### src/line_clock_consts.vh
`ifndef LINE_CLOCK_CONSTS_VH
`define LINE_CLOCK_CONSTS_VH

// ==================================================================
// register pointers
`define REG_DIV_HIGH 8'h01
`define REG_DIV_LOW 8'h02
`define REG_PHASE 8'h03
`define REG_PLL_LOOP_CONFIG 8'h0C
`define REG_SYNC_CTRL 8'h0E
`define REG_STATUS 8'h10

// ==================================================================
// field positions
`define VCO_BAND_HI 7
`define VCO_BAND_LO 6
`define PUMP_HI 5
`define PUMP_LO 3
`define POL_BIT 0
`define STAT_LOCKED_BIT 0
`define STAT_FLYWHEEL_HOLD_BIT 1

// ==================================================================
// reset values
`define DIV_RESET 12'h31F
`define PHASE_RESET 5'h00
`define PLL_CFG_RESET 8'h60
`define POL_RESET 1'b1

// ==================================================================
// divider span and timing
`define DIV_MIN 12'h001
`define DIV_MAX 12'hFFE
`define LINE_PER_W 20
`define LINE_PER_MAX 20'hFFFFF
`define SYNC_OUT_DELAY_PIX 3'h3

// ==================================================================
// pump current in microamps per code
`define PUMP_UA_0 11'h032
`define PUMP_UA_1 11'h064
`define PUMP_UA_2 11'h096
`define PUMP_UA_3 11'h0FA
`define PUMP_UA_4 11'h15E
`define PUMP_UA_5 11'h1F4
`define PUMP_UA_6 11'h2EE
`define PUMP_UA_7 11'h5DC

`endif

### src/line_locked_clock.v
`timescale 1ns/100ps
`default_nettype none
`include "line_clock_consts.vh"

// Contract
// - sample clock and both data clocks come from the loop, data clocks aligned
// - loop reference is the input line sync, polarity chosen by a bit
// - clocks run at line rate times divide value plus one; 12-bit split
// - feedback divider supports ratios 2 through 4095
// - two-bit band field picks oscillator range: 00/01 low, 10 mid, 11 high
// - three-bit pump field maps codes to 50..1500 microamps in order
// - band and pump fields live together in the register at 0x0C
// - five-bit phase delays sample clock in 32 steps; data clocks follow
// - while flywheel hold is high, the loop ignores sync and keeps its frequency
// - line sync output is always active high
// - hold low: output rises few pixels after lead, falls at trailing edge or at half period, whichever comes first
// - hold high, sync high: rise on loop timing, fall at half period
// - hold high, sync toggling: rise on loop timing, fall at trailing edge or at half period, whichever comes first
// - hold high, sync low: output held low
module line_locked_clock (
	input wire core_clk,
	input wire reset,
	input wire clk_en,
	input wire line_sync_in,
	input wire flywheel_hold,
	input wire [7:0] reg_ptr,
	input wire reg_wr_en,
	input wire [7:0] reg_wr_data,
	output reg [7:0] reg_rd_data_q,
	output reg pll_pixel_clock_q,
	output reg sample_clock_q,
	output reg data_out_clock_q,
	output reg data_out_clock_n_q,
	output reg line_sync_out_q,
	output reg [1:0] vco_band_sel_q,
	output reg [1:0] vco_range_q,
	output reg [2:0] pump_current_sel_q,
	output reg [10:0] pump_current_ua_q,
	output reg loop_locked_q
);

// ==================================================================
// registers
reg [11:0] line_divide_value_q;
reg [4:0] sample_phase_sel_q;
reg sync_polarity_sel_q;
reg hold_meta_q;
reg hold_q;

wire hs_active;
wire hs_lead;
wire hs_trail;

line_sync_front u_front (
	.core_clk(core_clk),
	.reset(reset),
	.clk_en(clk_en),
	.line_sync_in(line_sync_in),
	.sync_polarity_sel(sync_polarity_sel_q),
	.hs_active_q(hs_active),
	.lead_pulse_q(hs_lead),
	.trail_pulse_q(hs_trail)
);

localparam [7:0] cfg_rst_val = `PLL_CFG_RESET;

always @(posedge core_clk) begin
	if (reset) begin
		line_divide_value_q <= `DIV_RESET;
		sample_phase_sel_q <= `PHASE_RESET;
		vco_band_sel_q <= cfg_rst_val[`VCO_BAND_HI:`VCO_BAND_LO];
		pump_current_sel_q <= cfg_rst_val[`PUMP_HI:`PUMP_LO];
		sync_polarity_sel_q <= `POL_RESET;
	end else if (clk_en && reg_wr_en) begin
		if (reg_ptr == `REG_DIV_HIGH) begin
			line_divide_value_q[11:4] <= reg_wr_data;
		end else if (reg_ptr == `REG_DIV_LOW) begin
			line_divide_value_q[3:0] <= reg_wr_data[3:0];
		end else if (reg_ptr == `REG_PHASE) begin
			sample_phase_sel_q <= reg_wr_data[4:0];
		end else if (reg_ptr == `REG_PLL_LOOP_CONFIG) begin
			vco_band_sel_q <= reg_wr_data[`VCO_BAND_HI:`VCO_BAND_LO];
			pump_current_sel_q <= reg_wr_data[`PUMP_HI:`PUMP_LO];
		end else if (reg_ptr == `REG_SYNC_CTRL) begin
			sync_polarity_sel_q <= reg_wr_data[`POL_BIT];
		end
	end
end

reg [7:0] rd_d;

always @* begin
	rd_d = 8'h00;
	if (reg_ptr == `REG_DIV_HIGH) begin
		rd_d = line_divide_value_q[11:4];
	end else if (reg_ptr == `REG_DIV_LOW) begin
		rd_d = {4'h0, line_divide_value_q[3:0]};
	end else if (reg_ptr == `REG_PHASE) begin
		rd_d = {3'h0, sample_phase_sel_q};
	end else if (reg_ptr == `REG_PLL_LOOP_CONFIG) begin
		rd_d = {vco_band_sel_q, pump_current_sel_q, 3'h0};
	end else if (reg_ptr == `REG_SYNC_CTRL) begin
		rd_d = {7'h00, sync_polarity_sel_q};
	end else if (reg_ptr == `REG_STATUS) begin
		rd_d = {6'h00, hold_q, loop_locked_q};
	end
end

// ==================================================================
// band and pump decode
reg [10:0] pump_ua_d;

always @* begin
	case (pump_current_sel_q)
	3'h0: pump_ua_d = `PUMP_UA_0;
	3'h1: pump_ua_d = `PUMP_UA_1;
	3'h2: pump_ua_d = `PUMP_UA_2;
	3'h3: pump_ua_d = `PUMP_UA_3;
	3'h4: pump_ua_d = `PUMP_UA_4;
	3'h5: pump_ua_d = `PUMP_UA_5;
	3'h6: pump_ua_d = `PUMP_UA_6;
	default: pump_ua_d = `PUMP_UA_7;
	endcase
end

always @(posedge core_clk) begin
	if (reset) begin
		reg_rd_data_q <= 8'h00;
		vco_range_q <= 2'h0;
		pump_current_ua_q <= `PUMP_UA_4;
		hold_meta_q <= 1'b0;
		hold_q <= 1'b0;
	end else if (clk_en) begin
		reg_rd_data_q <= rd_d;
		// codes 00 and 01 share the low range
		vco_range_q <= vco_band_sel_q[1] ? {1'b1, vco_band_sel_q[0]} :
			2'h0;
		pump_current_ua_q <= pump_ua_d;
		hold_meta_q <= flywheel_hold;
		hold_q <= hold_meta_q;
	end
end

// ==================================================================
// line period measurement
reg [`LINE_PER_W-1:0] per_cnt_q;
reg [`LINE_PER_W-1:0] line_period_q;

always @(posedge core_clk) begin
	if (reset) begin
		per_cnt_q <= {`LINE_PER_W{1'b0}};
		line_period_q <= {`LINE_PER_W{1'b0}};
		loop_locked_q <= 1'b0;
	end else if (clk_en) begin
		if (hs_lead && !hold_q) begin
			line_period_q <= per_cnt_q + 1'b1;
			per_cnt_q <= {`LINE_PER_W{1'b0}};
			loop_locked_q <= 1'b1;
		end else if (per_cnt_q != `LINE_PER_MAX) begin
			per_cnt_q <= per_cnt_q + 1'b1;
		end
	end
end

// ==================================================================
// feedback divider as a phase accumulator over two half periods
// limitation: needs 2*(ratio) core cycles per line at least
reg [11:0] ratio_m1;

always @* begin
	ratio_m1 = line_divide_value_q;
	if (line_divide_value_q < `DIV_MIN) begin
		ratio_m1 = `DIV_MIN;
	end else if (line_divide_value_q > `DIV_MAX) begin
		ratio_m1 = `DIV_MAX;
	end
end

wire [12:0] ratio = {1'b0, ratio_m1} + 13'h0001;
wire [20:0] two_p = {line_period_q, 1'b0};
wire [20:0] step = {7'h00, ratio, 1'b0};
reg [20:0] pos_q;
reg [11:0] pix_cnt_q;
wire [21:0] pos_sum = {1'b0, pos_q} + {1'b0, step};
wire pos_wrap = pos_sum >= {1'b0, two_p};
wire [20:0] pos_next = pos_wrap ? pos_sum[20:0] - two_p : pos_sum[20:0];
wire pix_last = {1'b0, pix_cnt_q} == ratio - 13'h0001;
wire pll_line_start = pos_wrap && pix_last && loop_locked_q;
// last pixel of the first half, so the fall lands at half the line
wire half_line = {1'b0, pix_cnt_q} == (ratio >> 1) - 13'h0001;

always @(posedge core_clk) begin
	if (reset) begin
		pos_q <= 21'h000000;
		pix_cnt_q <= 12'h000;
	end else if (clk_en && loop_locked_q) begin
		if (hs_lead && !hold_q) begin
			// phase update from the reference edge
			pos_q <= 21'h000000;
			pix_cnt_q <= 12'h000;
		end else begin
			pos_q <= pos_next;
			if (pos_wrap) begin
				pix_cnt_q <= pix_last ? 12'h000 : pix_cnt_q + 1'b1;
			end
		end
	end
end

// ==================================================================
// phase shifted sample clock, each step 1/32 of a pixel period
wire [24:0] off_prod = {20'h00000, sample_phase_sel_q} *
	{5'h00, line_period_q};
wire [20:0] off = off_prod[24:4];
wire [20:0] spos = (pos_q >= off) ? pos_q - off : pos_q + two_p - off;

always @(posedge core_clk) begin
	if (reset) begin
		pll_pixel_clock_q <= 1'b0;
		sample_clock_q <= 1'b0;
		data_out_clock_q <= 1'b0;
		data_out_clock_n_q <= 1'b1;
	end else if (clk_en) begin
		pll_pixel_clock_q <= loop_locked_q && (pos_q < two_p >> 1);
		sample_clock_q <= loop_locked_q && (spos < two_p >> 1);
		// data clocks from the same term keep them aligned
		data_out_clock_q <= loop_locked_q && (spos < two_p >> 1);
		data_out_clock_n_q <= !(loop_locked_q && (spos < two_p >> 1));
	end
end

// ==================================================================
// line sync output, active high whatever the input polarity
reg [2:0] dly_cnt_q;
reg rise_pend_q;

always @(posedge core_clk) begin
	if (reset) begin
		line_sync_out_q <= 1'b0;
		dly_cnt_q <= 3'h0;
		rise_pend_q <= 1'b0;
	end else if (clk_en) begin
		if (!hold_q) begin
			if (hs_lead) begin
				rise_pend_q <= 1'b1;
				dly_cnt_q <= `SYNC_OUT_DELAY_PIX;
			end else if (rise_pend_q && pos_wrap) begin
				if (dly_cnt_q == 3'h1) begin
					rise_pend_q <= 1'b0;
					line_sync_out_q <= hs_active;
				end
				dly_cnt_q <= dly_cnt_q - 1'b1;
			end
			if (hs_trail) begin
				// no added delay on the trailing edge
				line_sync_out_q <= 1'b0;
				rise_pend_q <= 1'b0;
			end else if (half_line && pos_wrap && !hs_lead) begin
				line_sync_out_q <= 1'b0;
			end
		end else begin
			rise_pend_q <= 1'b0;
			if (!hs_active) begin
				line_sync_out_q <= 1'b0;
			end else if (pll_line_start) begin
				line_sync_out_q <= 1'b1;
			end else if (half_line && pos_wrap) begin
				line_sync_out_q <= 1'b0;
			end
		end
	end
end

endmodule // line_locked_clock

`default_nettype wire

### src/line_sync_front.v
`timescale 1ns/100ps
`default_nettype none

// ==================================================================
// input sync conditioning: synchronise, fold polarity, find edges
module line_sync_front (
	input wire core_clk,
	input wire reset,
	input wire clk_en,
	input wire line_sync_in,
	input wire sync_polarity_sel,
	output reg hs_active_q,
	output reg lead_pulse_q,
	output reg trail_pulse_q
);

reg meta_q;
reg sync_q;

wire hs_now = sync_q ~^ sync_polarity_sel;

always @(posedge core_clk) begin
	if (reset) begin
		meta_q <= 1'b0;
		sync_q <= 1'b0;
		hs_active_q <= 1'b0;
		lead_pulse_q <= 1'b0;
		trail_pulse_q <= 1'b0;
	end else if (clk_en) begin
		meta_q <= line_sync_in;
		sync_q <= meta_q;
		hs_active_q <= hs_now;
		lead_pulse_q <= hs_now & ~hs_active_q;
		trail_pulse_q <= ~hs_now & hs_active_q;
	end
end

endmodule // line_sync_front

`default_nettype wire

### config.mk
export PLATFORM = sky130hd
export DESIGN_NAME = line_locked_clock
export DESIGN_NICKNAME = d
export VERILOG_FILES = /design/src/line_locked_clock.v /design/src/line_sync_front.v
export VERILOG_INCLUDE_DIRS = /design/src
export SDC_FILE = /design/constraint.sdc
export NUM_CORES = 1
export LEC_CHECK = 0
export CELL_PAD_IN_SITES_DETAIL_PLACEMENT = 0
export CELL_PAD_IN_SITES_GLOBAL_PLACEMENT = 1
export CORE_UTILIZATION = 30
export CTS_CLUSTER_DIAMETER = 80
export CTS_CLUSTER_SIZE = 40
export DETAILED_ROUTE_END_ITERATION = 10
export DONT_BUFFER_PORTS = 1
export HOLD_SLACK_MARGIN = 0.12
export PLACE_DENSITY_LB_ADDON = 0.1
export SLEW_MARGIN = 20
export SYNTH_ARGS = -nofsm -noshare
export SYNTH_HDL_FRONTEND = slang
export SYNTH_HIERARCHICAL = 1
export SYNTH_SLANG_ARGS = --single-unit
### constraint.sdc
create_clock -name core_clk -period 16.28 [get_ports core_clk]
set_input_delay 3.256 -clock core_clk [delete_from_list [all_inputs] [get_ports core_clk]]
set_output_delay 3.256 -clock core_clk [all_outputs]
set_load 0.05 [all_outputs]
# After elaboration in Yosys (flattened, before gate mapping)
# Index checks and enable logic that the tools add are counted.
[totals]
inputBits = 22
ff_bits = 133
output_inout_bits = 32
[op_classes]
add_sub_neg = 11
n_bitwise = 10
magnitude_cmp = 6
reduce_logical = 32
mul = 1
mux = 34
n_eq_ne = 18
[ops]
columns = ["operator", "n"]
rows = [
  ["$pmux W11 S7", 1],
  ["$mux W21", 3],
  ["$sub A21 B21 Y21", 3],
  ["$mux W12", 5],
  ["$lt A21 B20 Y1", 2],
  ["$mux W20", 2],
  ["$mux W8", 4],
  ["$eq A12 B13 Y1", 2],
  ["$mul A5 B20 Y25", 1],
  ["$add A21 B14 Y22", 1],
  ["$ge A22 B21 Y1", 1],
  ["$add A21 B21 Y21", 1],
  ["$ge A21 B21 Y1", 1],
  ["$add A20 B1 Y20 const B", 1],
  ["$ne A20 B20 Y1 const B", 1],
  ["$eq A8 B2 Y1 const B", 2],
  ["$eq A8 B4 Y1 const B", 2],
  ["$reduce_bool A4 Y1", 4],
  ["$mux W1", 14],
  ["$add A12 B1 Y13 const B", 1],
  ["$sub A12 B1 Y13 const B", 1],
  ["$sub A13 B1 Y13 const B", 1],
  ["$add A12 B1 Y12 const B", 1],
  ["$gt A12 B12 Y1 const B", 1],
  ["22 further kinds", 56],
]

# Logic depth before layout (Yosys ltp)
# Gate-level depths: netlist of the first run.
[depth]
depth_word = 12
mapped_depth = 40

# Hierarchy
# Netlist of the first run, hierarchy kept.
[modules_own_cells]
columns = ["module", "cells_each", "seq_area_each_um2", "n_inst", "area_each_um2"]
rows = [
  ["line_locked_clock", 1833, 2522.4, 1, 14903.0],
  ["line_sync_front", 20, 100.1, 1, 210.2],
]

# Worst setup path before layout of the first run
# Ideal clock, no wire load.
[synth_path]
kind = "flip-flop to flip-flop"
from = "register sample_phase_sel_q[4]"
to = "register data_out_clock_n_q"
t_arrival_ps = 7817
required_time_ps = 16164
path_slack_ps = 8347
stages_incl_launch_ff = 39
cell_sequence = "dfxtp_1 -> clkbuf_1 -> nand2_1 -> fa_1 -> fa_1 -> fa_1 -> inv_1 -> ha_1 -> a21o_1 -> a21oi_1 -> and2_1 -> a21oi_1 -> a21oi_1 -> nor2b_1 -> nor2_1 -> xor2_1 -> ha_1 -> and3_1 -> [3 not listed] -> o31ai_4 -> o211ai_1 -> a21oi_4 -> buf_4 -> nand2_1 -> o21ai_0 -> ha_1 -> a21o_1 -> a21o_1 -> a21o_1 -> a21o_1 -> a21oi_1 -> nor2b_1 -> o21ai_0 -> a31oi_1 -> a21oi_1 -> o2bb2ai_1 -> a31o_1"
[synth_via]
elab_chain_len = 6
elab_cells_between_ends = 8
[synth_lines]
columns = ["element", "line_no", "text"]
rows = [
  ["start: declaration", "line_locked_clock.v:45", "reg [4:0] sample_phase_sel_q;"],
  ["start signal: assignment", "line_locked_clock.v:70", "sample_phase_sel_q <= `PHASE_RESET;"],
  ["start signal: assignment", "line_locked_clock.v:80", "sample_phase_sel_q <= reg_wr_data[4:0];"],
  ["$mul A5 B20 Y25 (*)", "line_locked_clock.v:212", "wire [24:0] off_prod = {20'h00000, sample_phase_sel_q} *"],
  ["$sub A21 B21 Y21 / $ge A21 B21 Y1 (equally long branches)", "line_locked_clock.v:215", "wire [20:0] spos = (pos_q >= off) ? pos_q - off : pos_q + two_p - off;"],
  ["$mux W21 (*)", "line_locked_clock.v:215", ""],
  ["$lt A21 B20 Y1 (*)", "line_locked_clock.v:228", "data_out_clock_n_q <= !(loop_locked_q && (spos < two_p >> 1));"],
  ["$logic_and A1 B1 Y1 (*)", "line_locked_clock.v:228", ""],
  ["$logic_not A1 Y1 (*)", "line_locked_clock.v:228", ""],
  ["end signal: assignment", "line_locked_clock.v:228", ""],
  ["end: declaration", "line_locked_clock.v:33", "output reg data_out_clock_n_q,"],
]
# Mark *: on every way between the ends. The rest lies on a longest branch, timed or not.
# A chain may end at the register's enable or synchronous reset.

# Worst setup path after layout of the first run
[layout_path]
from = "register sample_phase_sel_q[3]"
to = "register data_out_clock_n_q"
# Same word-level chain as after synthesis.

==> impl_results.md, run 1 <==
- Pre-Repair DR Iteration Count: 5
- Worst EP required: 16,650 ps
- Worst-path clk slew: 80 ps
- Max transition margin: 0.354
- PD cells: 52.0 mW/mm²
- Cell variety after synth: 99
- Vias: 12,700
- Area share of the largest cell type after synthesis: 0.174
- Crit end category: flip-flop
- RR Startpoint: sample_phase_sel_q[3]
- Sequential-to-total area share from yosys stat: 0.174
- Vias in the first global route: 12,800
- Status: finished, final reports clean
- I/O pin count: 54
- Critical Path Max Stage Delay: 770 ps
- Final hold vios: 0
- Sw power: 0.000252 W
- Max H-tree Level: 4
- Synth warn: 6
- Pins Over Slew Limit: 0
- Internal Pwr Total: 0.000595 W
- Tightest Pin Transition: 968 ps
- CP Launch Type: flip-flop
- Die height: 226 µm
- Wire length per cell: 18.7 µm
- Period minus WS final: 8990 ps
- Share of layout cells above drive strength 1: 0.0552
- Final setup fails: 0
- CP max stage cell: dfxtp_1
- Critical Setup Path Class: flip-flop to flip-flop
- Layout area overhead: 7.86%
- Core area: 0.0494 mm²
- Synth Area per Inst: 8.16 µm²
- Vias per std cell: 5.15
- Die area: 0.0513 mm²
- Largest net degree at the start of global routing: 140
- Maximum VDD drop: 75.6 µV
- Flop pwr share: 0.395
- Unrepaired setup endpoints after global routing: no
- Switching share of power: 0.298
- Ys async rst share: 0
- Antenna violations before repair: 0
- Number of flops mapped to enable cells by yosys: 0
- Flop2flop setup slack: 7290 ps
- Mapped Cells: 1,853
- # clock sinks: 131
- Root buf cell: clkbuf_16
- R2r endpoint: data_out_clock_n_q
- R2R depth: 36
- Levels on crit path: 36
- Total wire length: 46,300 µm
- Leak: 6.73 nW
- # rows: 81
- Layout Skew: 25.1 ps
- Crit. Startpoint: sample_phase_sel_q[3]
- GPL Wtd Cong: 0.809
- Gr usage total: 0.190
- Most frequent cell after synthesis: nor2_1
- Syn Nets: 2,099
- CP delay by family, top: compound AO/OA/AOI/OAI gates
- Critical Path Sink: data_out_clock_n_q
- Seq cells post-synth: 131
- Layout net count: 2,043
- Hpwl dp: 36,600 µm
- Post-synth top area cell: dfxtp_1
- Buf/Inv on CP: 2
- Design Power: 0.000847 W
- Top post-synthesis cells by area: dfxtp_1 17%, ha_1 13%, fa_1 9.4%
- Cell mode on critical path: a21o_1
- # diodes: 0
- Clock share of power: 0.509
- Setup bufs post-CTS: 0
- Max Root-Sink Buffers: 2
- Fin crit share: 0.552
- Worst Hold Class: flip-flop to flip-flop
- Crit path max fanout: 22
- WP data arrival: 9360 ps
- DRC: 0
- Total grt overflow: 0
- Peak Freq: 111 MHz
- Worst-skew pair later-pin latency: 490 ps
- Starting density of the core: 0.306
- CTS Buf Count: 17
- CTS tree: done
- Post-synth top cells: 161 x nor2_1, 153 x ha_1, 147 x inv_1
- Post-synth top flop: dfxtp_1
- Routed Antenna Nets: 0
- 1st-iter DRT viols: 619
- Cell Area, Synth: 0.0151 mm²
- Max cap viols: 0
- First-pass GRT wire length: 74,800 µm
- IO Port Bufs: 0
- Logic pwr share: 0.096
- Fin Setup TNS: 0 ps
- DIE WIDTH: 226 µm
- Post-CTS sizing: 0
- Cts hold-fix bufs: 0
-- worst reg2reg max path, delay by kind of cell, from the launching register on --
kind	cells	cell delay, ps
DFF	1	770
buffers and inverters	2	90
adders and majority gates	6	2530
xor gates and xnor gates	1	340
and+or+nand+nor	2	320
AOI/OAI and AO/OA	25	4820
-- layer usage --
metal	routed length [µm]	vias to the layer above	share of wire	track usage
li1	-	6420	-	-
met1	22800	6083	0.49	0.253
met2	20700	198	0.45	0.304
met3	2100	42	0.045	0.0417
met4	835	0	0.018	0.0569
met5	0	-	0	0
-- final cells by class --
cell class | instances | area, µm²
Sequential cell | 131 | 2620
Multi-Input combinational cell | 1485 | 11600
Tap cell | 664 | 831
Clock buffer | 17 | 425
Timing Repair Buffer | 12 | 90.1
Fill cell | 5220 | 33100
Clock inverter | 15 | 215
Inverter | 150 | 563
-- cells by family after synthesis --
group                    Yosys count  share of synthesized area
adder cells (fa/ha/maj)          228                      0.223
other                              1                   0.000248
multiplexers                      46                     0.0311
XOR/XNOR                         148                     0.0918
AO/OA/AOI/OAI                    439                      0.200
buffers and inverters            237                     0.0639
flip-flops                       131                      0.174
AND/OR/NAND/NOR                  623                      0.216
-- worst min-delay path by stage --
| stage | from | endpoint | slack [ps] | cells after the start |
|---|---|---|---|---|
| final | per_cnt_q[1] | per_cnt_q[1] | 490 | 2 |
| after global routing | per_cnt_q[1] | per_cnt_q[1] | 520 | 2 |
| after CTS | rise_pend_q | rise_pend_q | 490 | 2 |
| after detailed placement | rise_pend_q | rise_pend_q | 480 | 2 |
| after global placement | per_cnt_q[1] | per_cnt_q[1] | 480 | 2 |
| after floorplan | hold_meta_q | hold_meta_q | 460 | 2 |
-- through the flow --
stage	area, µm²	worst slack [ps]	std cells	hold WS (ps)	util
after floorplan	15100	8350	1853	460	-
after global placement	15700	7420	2442	476	0.317
after detailed placement	15700	7240	2442	479	0.317
after CTS	16300	7200	2474	489	0.330
after global routing	16300	6590	2474	522	0.330
final	16300	7290	2474	494	0.330
-- state kept, by name (all words and copies together) (netlist names), 2 cells and up --
register and flops:
dly_cnt_q 3, line_divide_value_q 12, line_period_q 20, per_cnt_q 20, pix_cnt_q 12, pos_q 20, pump_current_sel_q 3, pump_current_ua_q 10
reg_rd_data_q 8, sample_phase_sel_q 5, vco_band_sel_q 2, vco_range_q 2
-- power groups by stage --
stage	registers, W	logic [W]	clock network, W
2_1_floorplan	0.000339	0.0000682	0
3_3_place_gp	0.000342	0.0000816	0
3_5_place_dp	0.000342	0.0000810	0
4_1_cts	0.000335	0.0000818	0.000445
5_1_grt	0.000335	0.0000903	0.000457
6_report	0.000335	0.0000810	0.000432
-- layout by cell type (no fill, tap or decap), drive strengths merged, types with 17 or more instances in the layout --
master    n
clkbuf   17
xor2     53
nand2b   26
o21a     18
and2     79
ha      153
a211oi   24
o21ai    75
o211ai   17
a21oi   126
nand3    42
dfxtp   131
and3     35
nand3b   20
nor2    161
fa       71
xnor2    91
inv     153
nand2   117
a21o     42
mux2i    38
nor3     40
nand4    22
a211o    19
nor2b    25
Power figures use the tool's default switching activity.
==> inputs of run 2 (changes only) <==
==> constraint.sdc (replaced) <==
create_clock -name core_clk -period 9.4 [get_ports core_clk]
set_input_delay 1.88 -clock core_clk [delete_from_list [all_inputs] [get_ports core_clk]]
set_output_delay 1.88 -clock core_clk [all_outputs]
set_load 0.05 [all_outputs]
==> run 2 against run 1 <==
  * Fmax grew 1.9%
  * Worst setup slack worse by 6700 ps
  * Worst hold slack got worse by 5.7 ps
  * Core utilization barely moved
  * Routed wire length grew 0.93%
  * Clock skew is 15 ps lower
  * First-iteration DRC count fell by 7.6%
  * Final cell count up 0.40%
  * Power rose by 68%
  * Cell area is 0.14% higher
  * Sequential share of layout area barely moved
  * Clock power increased by 61%
==> impl_results.md, run 2 (synthesized netlist as in run 1, its figures left out) <==
- CTS tree: done
- Crit path max fanout: 18 (-18%)
- Layout area overhead: 8.01%
- Wl on met1: 22,200 µm (-2.3%)
- Flop pwr share: 0.405 (+0.010)
- Antenna violations before repair: 1 (+1)
- Total wire length: 46,800 µm (+0.93%)
- CTS Buf Count: 17 (unchanged)
- Cts hold-fix bufs: 0 (unchanged)
- Max cap viols: 0 (unchanged)
- Core area: 0.0494 mm² (unchanged)
- First-pass GRT wire length: 73,600 µm (-1.7%)
- Post-Place Cell Area: 0.0157 mm² (+0.50%)
- DIE WIDTH: 226 µm (unchanged)
- Highest metal used: met4
- Layout net count: 2,053 (+0.49%)
- # rows: 81 (unchanged)
- RR Startpoint: sample_phase_sel_q[3]
- Most frequent cells in the layout: 159 x nor2_1, 153 x ha_1, 147 x inv_1
- Vias per std cell: 5.13 (-0.47%)
- Largest net degree at the start of global routing: 140 (unchanged)
- DRC: 0 (unchanged)
- Worst-path clk slew: 70 ps (about the same)
- Root buf cell: clkbuf_16
- Max Root-Sink Buffers: 2 (unchanged)
- Tightest Pin Transition: 1030 ps (+60.4 ps)
- Switching share of power: 0.290 (-0.00739)
- Fin Setup TNS: 0 ps (unchanged)
- Worst-skew pair later-pin latency: 480 ps (about the same)
- Worst EP required: 9770 ps (-6880 ps)
- Met3 WL: 2150 µm (+2.3%)
- Max H-tree Level: 4 (unchanged)
- Clock share of power: 0.490 (-0.019)
- Sw power: 0.000413 W (+64%)
- Hold Slack: 488 ps (-5.71 ps)
- Wire length per cell: 18.8 µm (+0.52%)
- Pins Over Slew Limit: 0 (unchanged)
- Setup bufs post-CTS: 0 (unchanged)
- 1st-iter DRT viols: 572 (-7.6%)
- Sequential standard cell area: 0.00262 mm² (about the same)
- Gr usage total: 0.189 (-0.000937)
- WP data arrival: 9190 ps (-170 ps)
- Multi-input logic area: 0.0116 mm² (unchanged)
- Cell mode on critical path: a21o_1
- # clock sinks: 131 (unchanged)
- Period minus WS final: 8820 ps (-169 ps)
- Crit. Startpoint: sample_phase_sel_q[3]
- Flop2flop setup slack: 580 ps (-6710 ps)
- # diodes: 0 (unchanged)
- Max transition margin: 0.312 (-0.0419)
- IO Port Bufs: 0 (unchanged)
- PD cells: 87.2 mW/mm² (+68%)
- Post-CTS sizing: 0 (unchanged)
- Biggest regs: line_period_q x20, per_cnt_q x20, pos_q x20
- Peak Freq: 113 MHz (+1.9%)
- Hpwl dp: 36,800 µm (+0.49%)
- CP max stage cell: fa_1
- Final Instance Area: 0.0163 mm² (+0.14%)
- Logic pwr share: 0.105 (+0.009)
- Critical Setup Path Class: flip-flop to flip-flop
- Fin crit share: 0.938 (+0.386)
- Layout Skew: 10.3 ps (-14.7 ps)
- Total grt overflow: 0 (unchanged)
- Die area: 0.0513 mm² (unchanged)
- Unrepaired setup endpoints after global routing: no
- I/O pin count: 54 (unchanged)
- Status: finished, final reports clean
- GPL Wtd Cong: 0.841 (+4.0%)
- Commonest non-fill, non-tap cell in the layout: nor2_1
- Internal Pwr Total: 0.00101 W (+70%)
- Total of fill cells in the finished design: 5,229 (+0.17%)
- Share of layout cells above drive strength 1: 0.0599 (+0.00464)
- Met2 wire length: 21,200 µm (+2.5%)
- Starting density of the core: 0.306 (unchanged)
- Final setup fails: 0 (unchanged)
- Min-delay src: per_cnt_q[1]
- Critical Path Max Stage Delay: 540 ps (-230 ps)
- Finished Layout Cells: 2,484 (+0.40%)
- Routed Antenna Nets: 0 (unchanged)
- Worst Hold Class: flip-flop to flip-flop
- CP Launch Type: flip-flop
- Die height: 226 µm (unchanged)
- Pre-Repair DR Iteration Count: 5 (unchanged)
- Vias: 12,700 (-0.063%)
- Maximum VDD drop: 156 µV (+110%)
- Leak: 6.76 nW (+0.52%)
- Crit end category: flip-flop
- Final hold vios: 0 (unchanged)
- Dpl cells: 2,452 (+0.41%)
- Vias in the first global route: 12,600 (-2.1%)
[run 2: layout make-up]
class | instances | area share
clock buffers | 19 | 0.0277
clock inverters | 13 | 0.00836
inverters | 150 | 0.0345
multi-input cells | 1485 | 0.708
flip-flops and latches | 131 | 0.161
well taps | 664 | 0.0509
repair buffers | 22 | 0.0101
[run 2: worst paths after layout]
path	end	depth (start not counted)
setup / recovery	data_out_clock_n_q	38
hold / removal	per_cnt_q[1]	2
hold reg to reg	per_cnt_q[1]	2
setup reg to reg	data_out_clock_n_q	38
[run 2: critical path: cells and delay by family (launching register included)]
family                   cells  cell delay (ps)
adder cells (fa/ha/maj)      6             2450
flip-flops                   1              420
AO/OA/AOI/OAI               24             4600
buffers and inverters        4              580
XOR/XNOR                     1              320
AND/OR/NAND/NOR              3              280
[run 2: power groups by stage]
stage	registers (W)	clock network, W	logic (W)
5_1_grt	0.000578	0.000745	0.000164
4_1_cts	0.000577	0.000732	0.000151
2_1_floorplan	0.000587	0	0.000118
6_report	0.000577	0.000697	0.000149
3_3_place_gp	0.000590	0	0.000151
3_5_place_dp	0.000590	0	0.000150
[run 2: stage by stage]
stage | utilization | power [W] | worst slack (ps)
after CTS | 0.331 | 0.00146 | 629
after global routing | 0.331 | 0.00149 | 26.4
after global placement | 0.319 | 0.000741 | 895
final | 0.331 | 0.00142 | 584
after floorplan | - | 0.000705 | 1470
after detailed placement | 0.319 | 0.000740 | 652
[run 2: per-layer routing]
| metal | GRT usage | vias to the layer above |
|---|---|---|
| met5 | 0 | - |
| met4 | 0.0673 | 0 |
| met3 | 0.0417 | 54 |
| met2 | 0.304 | 202 |
| met1 | 0.246 | 6044 |
| li1 | - | 6435 |
